`config.mk`:
```
export PLATFORM = sky130hd
export DESIGN_NAME = tmr16
export DESIGN_NICKNAME = d
export VERILOG_FILES = /design/src/inc/tmr_pkg.sv /design/src/hw/tmr_tick_sel.sv /design/src/hw/tmr16.sv
export SDC_FILE = /design/constraint.sdc
export NUM_CORES = 1
export LEC_CHECK = 0
export BUFFER_PORTS_ARGS = -buffer_cell sky130_fd_sc_hd__buf_2
export CORE_MARGIN = 2
export CORE_UTILIZATION = 25
export CTS_CLUSTER_SIZE = 16
export DETAILED_ROUTE_END_ITERATION = 16
export SYNTH_ARGS = -nofsm -noshare
export SYNTH_HDL_FRONTEND = slang
export SYNTH_SLANG_ARGS = --single-unit
```
`constraint.sdc`:
```
create_clock -name ref_clk -period 4.8 [get_ports ref_clk]
set_clock_uncertainty 0.15 [all_clocks]
set_input_delay 0.24 -clock ref_clk [delete_from_list [all_inputs] [get_ports ref_clk]]
set_output_delay 0.24 -clock ref_clk [all_outputs]
set_load 0.03 [all_outputs]
```
`src/inc/tmr_pkg.sv`:
```
// Constants, encodings and carrier types for the 16-bit timer block.
// Assumes an 8-bit register port with one-cycle strobes on a single clock.
package tmr_pkg;

  ////////////////////////////////////////////////////////////////////////////
  // Register byte addresses
  localparam logic [7:0] ADR_CTRL_A  = 8'h00;
  localparam logic [7:0] ADR_CTRL_B  = 8'h01;
  localparam logic [7:0] ADR_CNT_LO  = 8'h02;
  localparam logic [7:0] ADR_CNT_HI  = 8'h03;
  localparam logic [7:0] ADR_CAP_LO  = 8'h04;
  localparam logic [7:0] ADR_CAP_HI  = 8'h05;
  localparam logic [7:0] ADR_CMPA_LO = 8'h06;
  localparam logic [7:0] ADR_CMPA_HI = 8'h07;
  localparam logic [7:0] ADR_CMPB_LO = 8'h08;
  localparam logic [7:0] ADR_CMPB_HI = 8'h09;
  localparam logic [7:0] ADR_FLAG    = 8'h0a;
  localparam logic [7:0] ADR_MASK    = 8'h0b;

  ////////////////////////////////////////////////////////////////////////////
  // Reset values
  localparam logic [7:0]  RST_BYTE = 8'h00;
  localparam logic [15:0] RST_WORD = 16'h0000;

  ////////////////////////////////////////////////////////////////////////////
  // Field positions
  localparam int CA_MODE_LO  = 0;
  localparam int CA_TRIG_SRC = 2;
  localparam int CA_WAVE_B   = 5;
  localparam int CA_WAVE_A   = 7;
  localparam int CB_CLK_LO   = 0;
  localparam int CB_MODE_HI  = 3;
  localparam int CB_EDGE     = 6;
  localparam int CB_FILT     = 7;
  localparam int FL_OVF      = 0;
  localparam int FL_MA       = 1;
  localparam int FL_MB       = 2;
  localparam int FL_CAP      = 5;
  localparam logic [7:0] FLAG_USED = 8'h27;

  ////////////////////////////////////////////////////////////////////////////
  // Counter landmarks
  localparam logic [15:0] BOTTOM_VAL = 16'h0000;
  localparam logic [15:0] MAX_VAL    = 16'hffff;
  localparam logic [15:0] TOP_8BIT   = 16'h00ff;
  localparam logic [15:0] TOP_9BIT   = 16'h01ff;
  localparam logic [15:0] TOP_10BIT  = 16'h03ff;

  ////////////////////////////////////////////////////////////////////////////
  // Prescaler and filter
  localparam int PRE_W     = 10;
  localparam int TAP8_W    = 3;
  localparam int TAP64_W   = 6;
  localparam int TAP256_W  = 8;
  localparam int TAP1024_W = 10;
  localparam int FLT_LEN   = 4;

  ////////////////////////////////////////////////////////////////////////////
  // Encodings
  typedef enum logic [3:0] {
    MD_NORMAL  = 4'h0,
    MD_PWM8    = 4'h1,
    MD_PWM9    = 4'h2,
    MD_PWM10   = 4'h3,
    MD_CTC_A   = 4'h4,
    MD_CTC_CAP = 4'hc,
    MD_PWM_CAP = 4'he,
    MD_PWM_A   = 4'hf
  } tmr_mode_t;

  typedef enum logic [2:0] {
    CS_OFF      = 3'h0,
    CS_DIV1     = 3'h1,
    CS_DIV8     = 3'h2,
    CS_DIV64    = 3'h3,
    CS_DIV256   = 3'h4,
    CS_DIV1024  = 3'h5,
    CS_EXT_FALL = 3'h6,
    CS_EXT_RISE = 3'h7
  } tmr_clk_t;

  typedef struct packed {
    logic [7:0] addr;
    logic [7:0] wdata;
    logic       wr;
    logic       rd;
  } tmr_bus_req_t;

endpackage

```
`src/hw/tmr_tick_sel.sv`:
```
// Clock-select logic: free-running prescaler, external pin edge detect.
// Assumes the external count pin is already synchronous to ref_clk.
`timescale 1ns/1ns
module tmr_tick_sel #(
  parameter int PRE_W = tmr_pkg::PRE_W
) (
  input  wire logic       ref_clk,
  input  wire logic       resetn,
  input  wire logic [2:0] clk_sel,
  input  wire logic       ext_count_pin,
  output logic            timer_tick
);

  ////////////////////////////////////////////////////////////////////////////
  logic [PRE_W-1:0] pre_q;
  logic             ext_s_q;
  logic             ext_p_q;
  wire              tap8    = &pre_q[tmr_pkg::TAP8_W-1:0];
  wire              tap64   = &pre_q[tmr_pkg::TAP64_W-1:0];
  wire              tap256  = &pre_q[tmr_pkg::TAP256_W-1:0];
  wire              tap1024 = &pre_q[tmr_pkg::TAP1024_W-1:0];
  wire              ext_r   = ext_s_q & ~ext_p_q;
  wire              ext_f   = ~ext_s_q & ext_p_q;

  always_ff @(posedge ref_clk or negedge resetn)
  begin
    if (!resetn)
    begin
      pre_q   <= '0;
      ext_s_q <= 1'b0;
      ext_p_q <= 1'b0;
    end
    else
    begin
      pre_q   <= pre_q + 1'b1;
      ext_s_q <= ext_count_pin;
      ext_p_q <= ext_s_q;
    end
  end

  ////////////////////////////////////////////////////////////////////////////
  // Source and edge choice; no source keeps the counter idle
  always_comb
  begin
    case (tmr_pkg::tmr_clk_t'(clk_sel))
      tmr_pkg::CS_OFF:      timer_tick = 1'b0;
      tmr_pkg::CS_DIV1:     timer_tick = 1'b1;
      tmr_pkg::CS_DIV8:     timer_tick = tap8;
      tmr_pkg::CS_DIV64:    timer_tick = tap64;
      tmr_pkg::CS_DIV256:   timer_tick = tap256;
      tmr_pkg::CS_DIV1024:  timer_tick = tap1024;
      tmr_pkg::CS_EXT_FALL: timer_tick = ext_f;
      tmr_pkg::CS_EXT_RISE: timer_tick = ext_r;
      default:              timer_tick = 1'b0;
    endcase
  end

endmodule

```
`src/hw/tmr16.sv`:
```
// 16-bit timer/counter: byte register port, shared high-byte latch,
// counter, two compare channels, capture unit, flags and mask.
// Assumes an 8-bit master with one-cycle strobes; read data next cycle.
//
// Behaviour
// 16-bit registers moved as two byte accesses
// One shared high-byte latch per timer
// Low-byte write loads latch plus low byte
// Low-byte read copies upper byte to latch
// Compare reads bypass the latch entirely
// Master writes high first, reads low first
// Master blocks interrupts across both byte accesses
// Control registers plain 8-bit read/write
// Flags in one register, each maskable
// Clock select picks tick; none means idle
// Buffered compares compared continuously, drive waves
// Compare match sets channel match flag
// Capture edge copies counter, optional filter
// BOTTOM is counter equal to zero
// MAX is counter equal to all ones
// TOP chosen by mode from fixed/compare/capture
// Compare A as TOP: no PWM on A
// Capture as TOP frees channel A PWM
// CPU counter write beats count or clear
// Capture writable only when capture is TOP
// Latch changes only on low read, high write
// Non-compare high read returns latch contents
//
// Our own choices: the address map and the address-and-strobe port.
`timescale 1ns/1ns
module tmr16 (
  input  wire logic                  ref_clk,
  input  wire logic                  resetn,
  input  wire tmr_pkg::tmr_bus_req_t bus_req,
  output logic [7:0]                 rdata,
  input  wire logic                  ext_count_pin,
  input  wire logic                  capture_pin,
  input  wire logic                  comp_in,
  output logic                       wave_out_a,
  output logic                       wave_out_b,
  output logic [3:0]                 irq_req
);

  ////////////////////////////////////////////////////////////////////////////
  // Storage
  logic [7:0]  ctrl_a_q;
  logic [7:0]  ctrl_b_q;
  logic [15:0] count_q;
  logic [15:0] capture_q;
  logic [15:0] cmp_a_buf_q;
  logic [15:0] cmp_b_buf_q;
  logic [15:0] cmp_a_act_q;
  logic [15:0] cmp_b_act_q;
  logic [7:0]  latch_q;
  logic [7:0]  flag_q;
  logic [7:0]  mask_q;
  logic [7:0]  rdata_q;
  logic        wave_a_q;
  logic        wave_b_q;
  logic [tmr_pkg::FLT_LEN-1:0] flt_q;
  logic        flt_out_q;
  logic        trig_p_q;
  logic        timer_tick;

  ////////////////////////////////////////////////////////////////////////////
  // Mode decoding
  function automatic logic is_pwm(input logic [3:0] m);
    case (tmr_pkg::tmr_mode_t'(m))
      tmr_pkg::MD_PWM8, tmr_pkg::MD_PWM9, tmr_pkg::MD_PWM10,
      tmr_pkg::MD_PWM_CAP, tmr_pkg::MD_PWM_A: is_pwm = 1'b1;
      default:                               is_pwm = 1'b0;
    endcase
  endfunction

  function automatic logic cap_top(input logic [3:0] m);
    cap_top = (m == tmr_pkg::MD_CTC_CAP) || (m == tmr_pkg::MD_PWM_CAP);
  endfunction

  function automatic logic acc(input tmr_pkg::tmr_bus_req_t b,
                               input logic [7:0] a,
                               input logic w);
    acc = (w ? b.wr : b.rd) && (b.addr == a);
  endfunction

  wire [3:0] mode = {ctrl_b_q[tmr_pkg::CB_MODE_HI +: 2],
                     ctrl_a_q[tmr_pkg::CA_MODE_LO +: 2]};
  wire       pwm_on   = is_pwm(mode);
  wire       cap_is_top = cap_top(mode);
  wire       a_is_top = (mode == tmr_pkg::MD_CTC_A) || (mode == tmr_pkg::MD_PWM_A);
  wire       at_bottom = (count_q == tmr_pkg::BOTTOM_VAL);
  wire       at_max    = (count_q == tmr_pkg::MAX_VAL);


  wire [15:0] top_val =
    (mode == tmr_pkg::MD_PWM8)  ? tmr_pkg::TOP_8BIT  :
    (mode == tmr_pkg::MD_PWM9)  ? tmr_pkg::TOP_9BIT  :
    (mode == tmr_pkg::MD_PWM10) ? tmr_pkg::TOP_10BIT :
    a_is_top                    ? cmp_a_act_q        :
    cap_is_top                  ? capture_q          : tmr_pkg::MAX_VAL;
  wire        at_top = (count_q == top_val);

  ////////////////////////////////////////////////////////////////////////////
  // Access decode
  wire wr_cnt_lo  = acc(bus_req, tmr_pkg::ADR_CNT_LO, 1'b1);
  wire wr_cap_lo  = acc(bus_req, tmr_pkg::ADR_CAP_LO, 1'b1);
  wire wr_cmpa_lo = acc(bus_req, tmr_pkg::ADR_CMPA_LO, 1'b1);
  wire wr_cmpb_lo = acc(bus_req, tmr_pkg::ADR_CMPB_LO, 1'b1);
  wire wr_hi      = acc(bus_req, tmr_pkg::ADR_CNT_HI, 1'b1) |
                    acc(bus_req, tmr_pkg::ADR_CAP_HI, 1'b1) |
                    acc(bus_req, tmr_pkg::ADR_CMPA_HI, 1'b1) |
                    acc(bus_req, tmr_pkg::ADR_CMPB_HI, 1'b1);
  wire wr_flag    = acc(bus_req, tmr_pkg::ADR_FLAG, 1'b1);
  wire rd_cnt_lo  = acc(bus_req, tmr_pkg::ADR_CNT_LO, 1'b0);
  wire rd_cap_lo  = acc(bus_req, tmr_pkg::ADR_CAP_LO, 1'b0);
  wire [15:0] wr_word = {latch_q, bus_req.wdata};

  ////////////////////////////////////////////////////////////////////////////
  // Shared high-byte latch

  wire [7:0] latch_d = wr_hi     ? bus_req.wdata     :
                       rd_cnt_lo ? count_q[15:8]     :
                       rd_cap_lo ? capture_q[15:8]   : latch_q;

  ////////////////////////////////////////////////////////////////////////////
  // Read selection; compare highs come straight from their buffers
  wire [7:0] rd_sel =
    (bus_req.addr == tmr_pkg::ADR_CTRL_A)  ? ctrl_a_q            :
    (bus_req.addr == tmr_pkg::ADR_CTRL_B)  ? ctrl_b_q            :
    (bus_req.addr == tmr_pkg::ADR_CNT_LO)  ? count_q[7:0]        :
    (bus_req.addr == tmr_pkg::ADR_CNT_HI)  ? latch_q             :
    (bus_req.addr == tmr_pkg::ADR_CAP_LO)  ? capture_q[7:0]      :
    (bus_req.addr == tmr_pkg::ADR_CAP_HI)  ? latch_q             :
    (bus_req.addr == tmr_pkg::ADR_CMPA_LO) ? cmp_a_buf_q[7:0]    :
    (bus_req.addr == tmr_pkg::ADR_CMPA_HI) ? cmp_a_buf_q[15:8]   :
    (bus_req.addr == tmr_pkg::ADR_CMPB_LO) ? cmp_b_buf_q[7:0]    :
    (bus_req.addr == tmr_pkg::ADR_CMPB_HI) ? cmp_b_buf_q[15:8]   :
    (bus_req.addr == tmr_pkg::ADR_FLAG)    ? flag_q              :
    (bus_req.addr == tmr_pkg::ADR_MASK)    ? mask_q              : tmr_pkg::RST_BYTE;
  wire [7:0] rdata_d = bus_req.rd ? rd_sel : tmr_pkg::RST_BYTE;

  ////////////////////////////////////////////////////////////////////////////
  // Counter: CPU write first, then wrap at TOP, then count

  wire [15:0] count_d = wr_cnt_lo              ? wr_word            :
                        (timer_tick && at_top) ? tmr_pkg::BOTTOM_VAL :
                        timer_tick             ? count_q + 16'h0001 : count_q;

  // Buffered compares go live at once outside PWM, else at TOP
  wire        cmp_load = !pwm_on || (timer_tick && at_top);
  wire        match_a  = (count_q == cmp_a_act_q);
  wire        match_b  = (count_q == cmp_b_act_q);

  ////////////////////////////////////////////////////////////////////////////
  // Capture trigger: source, optional four-sample filter, edge
  wire trig_raw  = ctrl_a_q[tmr_pkg::CA_TRIG_SRC] ? comp_in : capture_pin;
  wire flt_all1  = &flt_q;
  wire flt_all0  = ~|flt_q;
  wire flt_d     = flt_all1 ? 1'b1 : flt_all0 ? 1'b0 : flt_out_q;
  wire trig_now  = ctrl_b_q[tmr_pkg::CB_FILT] ? flt_out_q : flt_q[0];
  wire trig_edge = ctrl_b_q[tmr_pkg::CB_EDGE] ? (trig_now & ~trig_p_q)
                                              : (~trig_now & trig_p_q);
  wire cap_ev    = trig_edge && !cap_is_top;


  wire [15:0] capture_d = cap_ev                  ? count_q :
                          (wr_cap_lo && cap_is_top) ? wr_word : capture_q;

  ////////////////////////////////////////////////////////////////////////////
  // Flags: hardware set beats a software clear in the same cycle
  wire [7:0] flag_set = {2'b00, cap_ev, 2'b00,
                         timer_tick & match_b,
                         timer_tick & match_a,
                         timer_tick & at_top};
  wire [7:0] flag_clr = wr_flag ? bus_req.wdata : tmr_pkg::RST_BYTE;
  wire [7:0] flag_d   = ((flag_q & ~flag_clr) | flag_set) & tmr_pkg::FLAG_USED;

  ////////////////////////////////////////////////////////////////////////////
  // Wave outputs
  wire wave_a_d = !ctrl_a_q[tmr_pkg::CA_WAVE_A] ? 1'b0 :
                  pwm_on ? (!a_is_top && (count_q < cmp_a_act_q)) :
                  (timer_tick && match_a) ? ~wave_a_q : wave_a_q;
  wire wave_b_d = !ctrl_a_q[tmr_pkg::CA_WAVE_B] ? 1'b0 :
                  pwm_on ? (count_q < cmp_b_act_q) :
                  (timer_tick && match_b) ? ~wave_b_q : wave_b_q;

  ////////////////////////////////////////////////////////////////////////////
  tmr_tick_sel u_tick (
    .ref_clk       (ref_clk),
    .resetn        (resetn),
    .clk_sel       (ctrl_b_q[tmr_pkg::CB_CLK_LO +: 3]),
    .ext_count_pin (ext_count_pin),
    .timer_tick    (timer_tick)
  );

  ////////////////////////////////////////////////////////////////////////////
  always_ff @(posedge ref_clk or negedge resetn)
  begin
    if (!resetn)
    begin
      ctrl_a_q    <= tmr_pkg::RST_BYTE;
      ctrl_b_q    <= tmr_pkg::RST_BYTE;
      mask_q      <= tmr_pkg::RST_BYTE;
      latch_q     <= tmr_pkg::RST_BYTE;
      flag_q      <= tmr_pkg::RST_BYTE;
      rdata_q     <= tmr_pkg::RST_BYTE;
      count_q     <= tmr_pkg::RST_WORD;
      capture_q   <= tmr_pkg::RST_WORD;
      cmp_a_buf_q <= tmr_pkg::RST_WORD;
      cmp_b_buf_q <= tmr_pkg::RST_WORD;
      cmp_a_act_q <= tmr_pkg::RST_WORD;
      cmp_b_act_q <= tmr_pkg::RST_WORD;
    end
    else
    begin
      if (acc(bus_req, tmr_pkg::ADR_CTRL_A, 1'b1)) ctrl_a_q <= bus_req.wdata;
      if (acc(bus_req, tmr_pkg::ADR_CTRL_B, 1'b1)) ctrl_b_q <= bus_req.wdata;
      if (acc(bus_req, tmr_pkg::ADR_MASK, 1'b1))   mask_q   <= bus_req.wdata;
      if (wr_cmpa_lo) cmp_a_buf_q <= wr_word;
      if (wr_cmpb_lo) cmp_b_buf_q <= wr_word;
      if (cmp_load)   cmp_a_act_q <= cmp_a_buf_q;
      if (cmp_load)   cmp_b_act_q <= cmp_b_buf_q;
      latch_q   <= latch_d;
      flag_q    <= flag_d;
      rdata_q   <= rdata_d;
      count_q   <= count_d;
      capture_q <= capture_d;
    end
  end

  always_ff @(posedge ref_clk or negedge resetn)
  begin
    if (!resetn)
    begin
      flt_q     <= '0;
      flt_out_q <= 1'b0;
      trig_p_q  <= 1'b0;
      wave_a_q  <= 1'b0;
      wave_b_q  <= 1'b0;
    end
    else
    begin
      flt_q     <= {flt_q[tmr_pkg::FLT_LEN-2:0], trig_raw};
      flt_out_q <= flt_d;
      trig_p_q  <= trig_now;
      wave_a_q  <= wave_a_d;
      wave_b_q  <= wave_b_d;
    end
  end

  assign rdata      = rdata_q;
  assign wave_out_a = wave_a_q;
  assign wave_out_b = wave_b_q;

  assign irq_req    = {flag_q[tmr_pkg::FL_CAP], flag_q[tmr_pkg::FL_MB],
                       flag_q[tmr_pkg::FL_MA], flag_q[tmr_pkg::FL_OVF]} &
                      {mask_q[tmr_pkg::FL_CAP], mask_q[tmr_pkg::FL_MB],
                       mask_q[tmr_pkg::FL_MA], mask_q[tmr_pkg::FL_OVF]};
endmodule

```
-- Word level (Yosys, flattened, before mapping)
Cells that the tools add are included.
- logic and storage cells: 153
- output and inout port bits: 14
- flip-flop bits (word level): 160
- input port bits: 23
- reductions and logical operators: 38
- add/subtract/negate cells: 2
- order comparisons: 2
- bitwise gates (word level): 20
- mux-type cells: 40
- eq/ne operators: 31
- operator list (operator ; number):
    two-way mux 16 bit ; 10
    two-way mux 8 bit ; 16
    == test 16 bit ; 3
    == test 8 x 3 -> 1 bit, second input constant ; 4
    == test 8 x 4 -> 1 bit, second input constant ; 4
    < comparator 16 bit ; 2
    logical AND 1 bit ; 20
    adder 16 x 1 -> 16 bit, second input constant ; 1
    == test 8 x 2 -> 1 bit, second input constant ; 2
    == test 3 bit, second input constant ; 4
    == test 4 bit, second input constant ; 3
    two-way mux 1 bit ; 12
    adder 10 x 1 -> 10 bit, second input constant ; 1
    AND reduction 10 bit ; 1
    == test 4 x 2 -> 1 bit, second input constant ; 2
    == test 8 x 1 -> 1 bit, second input constant ; 1
    zero test 8 bit ; 1
    one-hot mux 1 bit (8 select lines) ; 1
    AND reduction 8 bit ; 1
    bitwise AND 1 bit ; 7
    bitwise AND 6 bit ; 1
    == test 3 x 2 -> 1 bit, second input constant ; 2
    two-way mux 6 bit ; 1
    != test 3 x 1 -> 1 bit, second input constant ; 2
    19 further kinds ; 31

-- Logic depth before layout (Yosys ltp)
- depth in word-level cells: 14
- mapped depth: 12
- gate-level depth less buffers: 10

-- Modules after synthesis
A second synthesis with hierarchy kept.
- cell total of the unflattened synthesis: 959
- area, all modules: 9477.8 um^2
- by module, submodules not included (module ; area an instance (um^2) ; instances ; cells an instance ; sequential area each (um^2)):
    tmr16 ; 8943.6 ; 1 ; 915 ; 3703.6
    tmr_tick_sel ; 534.3 ; 1 ; 44 ; 300.3

-- Least setup slack after synthesis
No wires, ideal clock.
- path kind: register to register
- start: register cmp_a_act_q[5]
- end: register cmp_a_act_q[0]
- cell stages (with the launch flop): 11
- required time: 4.525 ns
- clock period less this slack: 2.959 ns
- setup time: 0.125 ns
- arrival: 2.684 ns
- buffers on the path: 2
- setup slack: 1.841 ns
- cell sequence: dfrtp_1 -> or4_1 -> nand3_1 -> or4b_1 -> o211a_2 -> a2111oi_4 -> and4_1 -> buf_4 -> nor2_4 -> buf_6 -> mux2_4
- cells in the longest elaborated chain, start to end: 7
- RTL lines (item ; line ; source):
    start: declaration ; tmr16.sv:52 ; logic [15:0] cmp_a_act_q;
    start signal: assignment ; tmr16.sv:210 ; cmp_a_act_q <= tmr_pkg::RST_WORD;
    start signal: assignment ; tmr16.sv:220 ; if (cmp_load) cmp_a_act_q <= cmp_a_buf_q;
    two-way mux 16 bit ; tmr16.sv:98 ; a_is_top ? cmp_a_act_q :
    two-way mux 16 bit ; tmr16.sv:97 ; (mode == tmr_pkg::MD_PWM10) ? tmr_pkg::TOP_10BIT :
    two-way mux 16 bit ; tmr16.sv:96 ; (mode == tmr_pkg::MD_PWM9) ? tmr_pkg::TOP_9BIT :
    two-way mux 16 bit ; tmr16.sv:95 ; (mode == tmr_pkg::MD_PWM8) ? tmr_pkg::TOP_8BIT :
    == test 16 bit ; tmr16.sv:100 ; wire at_top = (count_q == top_val);
    logical AND 1 bit ; tmr16.sv:149 ; wire cmp_load = !pwm_on || (timer_tick && at_top);
    logical OR 1 bit ; tmr16.sv:149 ;
No other way between the ends.
A chain may end at the register's enable or synchronous reset.

-- Worst setup path in the final report
- start: register ctrl_b_q[4]
- end: register cmp_a_act_q[12]
- cells in the longest elaborated chain, start to end: 10
- elaborated cells on any way between the ends: 20
- those cells by class: eq/ne (8); mux (6); reduce/logical (6)
- RTL lines (item ; line ; source):
    start: declaration ; tmr16.sv:47 ; logic [7:0] ctrl_b_q;
    start signal: assignment ; tmr16.sv:201 ; ctrl_b_q <= tmr_pkg::RST_BYTE;
    start signal: assignment ; tmr16.sv:216 ; if (acc(bus_req, tmr_pkg::ADR_CTRL_B, 1'b1)) ctrl_b_q <= bus_req.wdata;
    == test 4 bit, on equally long branches ; tmr16.sv:76, tmr16.sv:68 ;
    logical OR 1 bit ; tmr16.sv:76 ; cap_top = (m == tmr_pkg::MD_CTC_CAP) || (m == tmr_pkg::MD_PWM_CAP);
    two-way mux 16 bit ; tmr16.sv:99 ; cap_is_top ? capture_q : tmr_pkg::MAX_VAL;
    two-way mux 16 bit ; tmr16.sv:98 ;
    two-way mux 16 bit ; tmr16.sv:97 ;
    two-way mux 16 bit ; tmr16.sv:96 ;
    two-way mux 16 bit ; tmr16.sv:95 ;
    == test 16 bit ; tmr16.sv:100 ;
    logical AND 1 bit ; tmr16.sv:149 ;
    logical OR 1 bit (*) ; tmr16.sv:149 ;
Every way passes the cells marked *; elsewhere a longest branch is shown, timed or not.

==> run metrics <==
min Tclk post-route=4.108 ns; CTS tree=yes; GRT busiest layer=met2; period utilization=0.8559; Max Clock Freq=about 0.24 GHz; max-capacitance violation count=0; final hold viol count=0; Area after DPL=roughly 0.01 mm2; RSZ-0062 raised after global routing=no; syn_nets=just under 1000; VDD IR max=around 0.00025 V; pin count of the biggest net entering global routing=slightly below 80; Total Wirelength=around 31000 um; GR Overflow Total=0; most common cell after layout, fill and taps aside=dfrtp_1; die height=just under 200 um; met1 GRT Util=0.2266; Startpoint Class=flip-flop; Leakage Power=4.696 nW; pre-CTS setup slack=0.7240 ns; critical path capture point type=flip-flop; #FFs+latches synth=between 150 and 200; I/O Buffers=36; nets=roughly 1000; Setup Viol. Count Final=0; CTS root buffer=clkbuf_16; worst hold path class=primary input to flip-flop; Layout area overhead=13.69%; final core occ=0.2899; post-synth cell types=75; final worst slack=0.6917 ns; synthesized instance count=932; setup_tns=0 ns; gpl congestion=between 0.9 and 1; Critical Path Start=ctrl_b_q[4]; routed len/inst=21.63 um; met2 Track Usage GR=0.2433; Synth area leaders=dfrtp_1 (43%), mux2_2 (7.2%), mux2_4 (4.8%); sequential share of the synthesized area=0.4279; Die Wd=197.5 um; core footprint=0.03670 mm2; Worst Path Class, Setup=flip-flop to flip-flop; cell area after layout=0.01064 mm2; post-cts sizing count=0; H-tree levels=4; initial antenna violation count=1; Yosys top cell area share=0.4279; initial DRC count=between 900 and 1000; max-slew violations=0; # clock sinks=160; r2r startpoint=ctrl_b_q[4]; Synth Area per Inst=roughly 10 um2; fraction of registers with async set/reset=1.000; ANT nets after route=0; GR Util met3=0.02698; status=completed; Cell Area, Synth=about 0.0094 mm2; Clock Latency Late Sink=between 0.4 and 0.5 ns; antenna cells=0; CTS buffer count=17; detailed placement HPWL=between 20000 and 25000 um; cell taking the most area after synthesis=dfrtp_1; global-route wire length before repair=roughly 47000 um; Post-synth EDFFs=0; Max clock buf depth=2; Worst setup endpoint=cmp_a_act_q[12]; Rel. slew slack=0.1973; reg2reg end=cmp_a_act_q[12]; Synth Flop Type=dfrtp_1; Critical Path AT=4.28 ns; vias per cell=~5.4; Worst EP required=just under 5 ns; # hold bufs at CTS=4; Post-CTS Setup Bufs=0; detailed-route DRC error count=0; Reg clk slew, reported paths=around 0.06 ns; DRT Pass-1 Iters=5; I/O pin cnt=37; worst hold stages=2; GRT Total Usage=0.1620; Fillers=3785; die area=0.03899 mm2; Ys Warns=0; commonest non-fill, non-tap cells in the layout=dfrtp_1 (160), nand2_1 (85), nor2_1 (68); Starting Density=0.2550; vias in the first global route=7339; Worst R2R Setup Slack=0.69 ns; P per Cell Area=324.8 mW/mm2; CP max FO=31; fraction of layout cells with a size suffix above 1=0.1992; detailed-route via count=between 7000 and 8000; Slew @ Worst Pin=~1.2 ns; row cnt=70; R2R cell count=9
cell families (layout without fill, tap and decap cells):
logic type,after synthesis,in the layout,share of synthesized area
multiplexers,114,114,0.1514
AO/OA/AOI/OAI,206,206,0.1547
flip-flops,160,160,0.4279
XOR/XNOR,17,17,0.01591
adder cells (fa/ha/maj),35,35,0.04680
buffers and inverters,101,133,0.04452
AND/OR/NAND/NOR,299,299,0.1588
sequential cells by signal, summed over array words and instances, names as in the netlist, 10 cells and up:
signal	count
cmp_b_act_q	16
cmp_a_act_q	16
count_q	16
cmp_a_buf_q	16
capture_q	16
u_tick.pre_q	10
cmp_b_buf_q	16
power breakdown:
part / internal [W] / total (W) / switching (W)
clock network: 0.000792 / 0.00136 / 0.000564
registers: 0.00143 / 0.00158 / 0.000159
logic: 0.000208 / 0.000514 / 0.000306
worst max-delay path, cell delays in order, from the launching register on:
cell and delay, ns:
dfrtp_1 0.89, nor2b_1 0.39, nor2_1 0.07, a2111oi_0 0.42
o22ai_1 0.22, a2111oi_4 0.45, and4_1 0.50, nor2_4 0.23
buf_4 0.33, mux2_4 0.32
through the flow:
stage / power, W / hold slack, ns / std cells
floorplan: 0.001862 / -0.2056 / 932
global placement: 0.002107 / 0.1804 / 1396
detailed placement: 0.002110 / 0.1769 / 1396
CTS: 0.003468 / 0.007065 / 1432
global route: 0.003590 / 0.02018 / 1432
finish: 0.003455 / 0.02996 / 1432
cells in the mapped netlist (all sizes together) (7+ instances only):
master,instances
dfrtp,160
mux2,90
nand2,85
nor2,69
a21oi,49
inv,44
clkbuf,43
ha,35
nand3,28
o21ai,27
a22oi,21
mux2i,20
nand4,15
nor3,15
buf,14
nand2b,12
xnor2,12
a21o,11
and3,11
nor2b,11
a31oi,10
and2,10
a221o,9
nor4,8
o221ai,8
o22ai,8
or3,8
o211ai,7
o21a,7
o31ai,7
final cells by class:
class                           instances  area [um2]  share of cell area
Sequential cell                       160        4004              0.3763
Multi-Input combinational cell        671        4942              0.4645
Clock buffer                           19       452.9             0.04257
Timing Repair Buffer                   57       354.1             0.03328
Clock inverter                         13       135.1             0.01270
Inverter                               44       165.2             0.01552
Tap cell                              468       585.6             0.05504
metal layers:
layer / share of wire / routed length, um
met1: 0.44 / 13770
met2: 0.43 / 13330
met3: 0.080 / 2482
met4: 0.045 / 1386
met5: 0 / 0
worst min path at each step:
stage / start / to / slack [ns]
CTS: bus_req[0] / rdata[1] / 0.007
detailed placement: resetn / mask_q[5] / 0.18
floorplan: resetn / capture_q[0] / -0.21
global route: bus_req[0] / rdata[1] / 0.02
global placement: resetn / cmp_b_buf_q[4] / 0.18
finish: bus_req[0] / rdata[1] / 0.03
No activity file was read; power rests on OpenSTA's default activity.
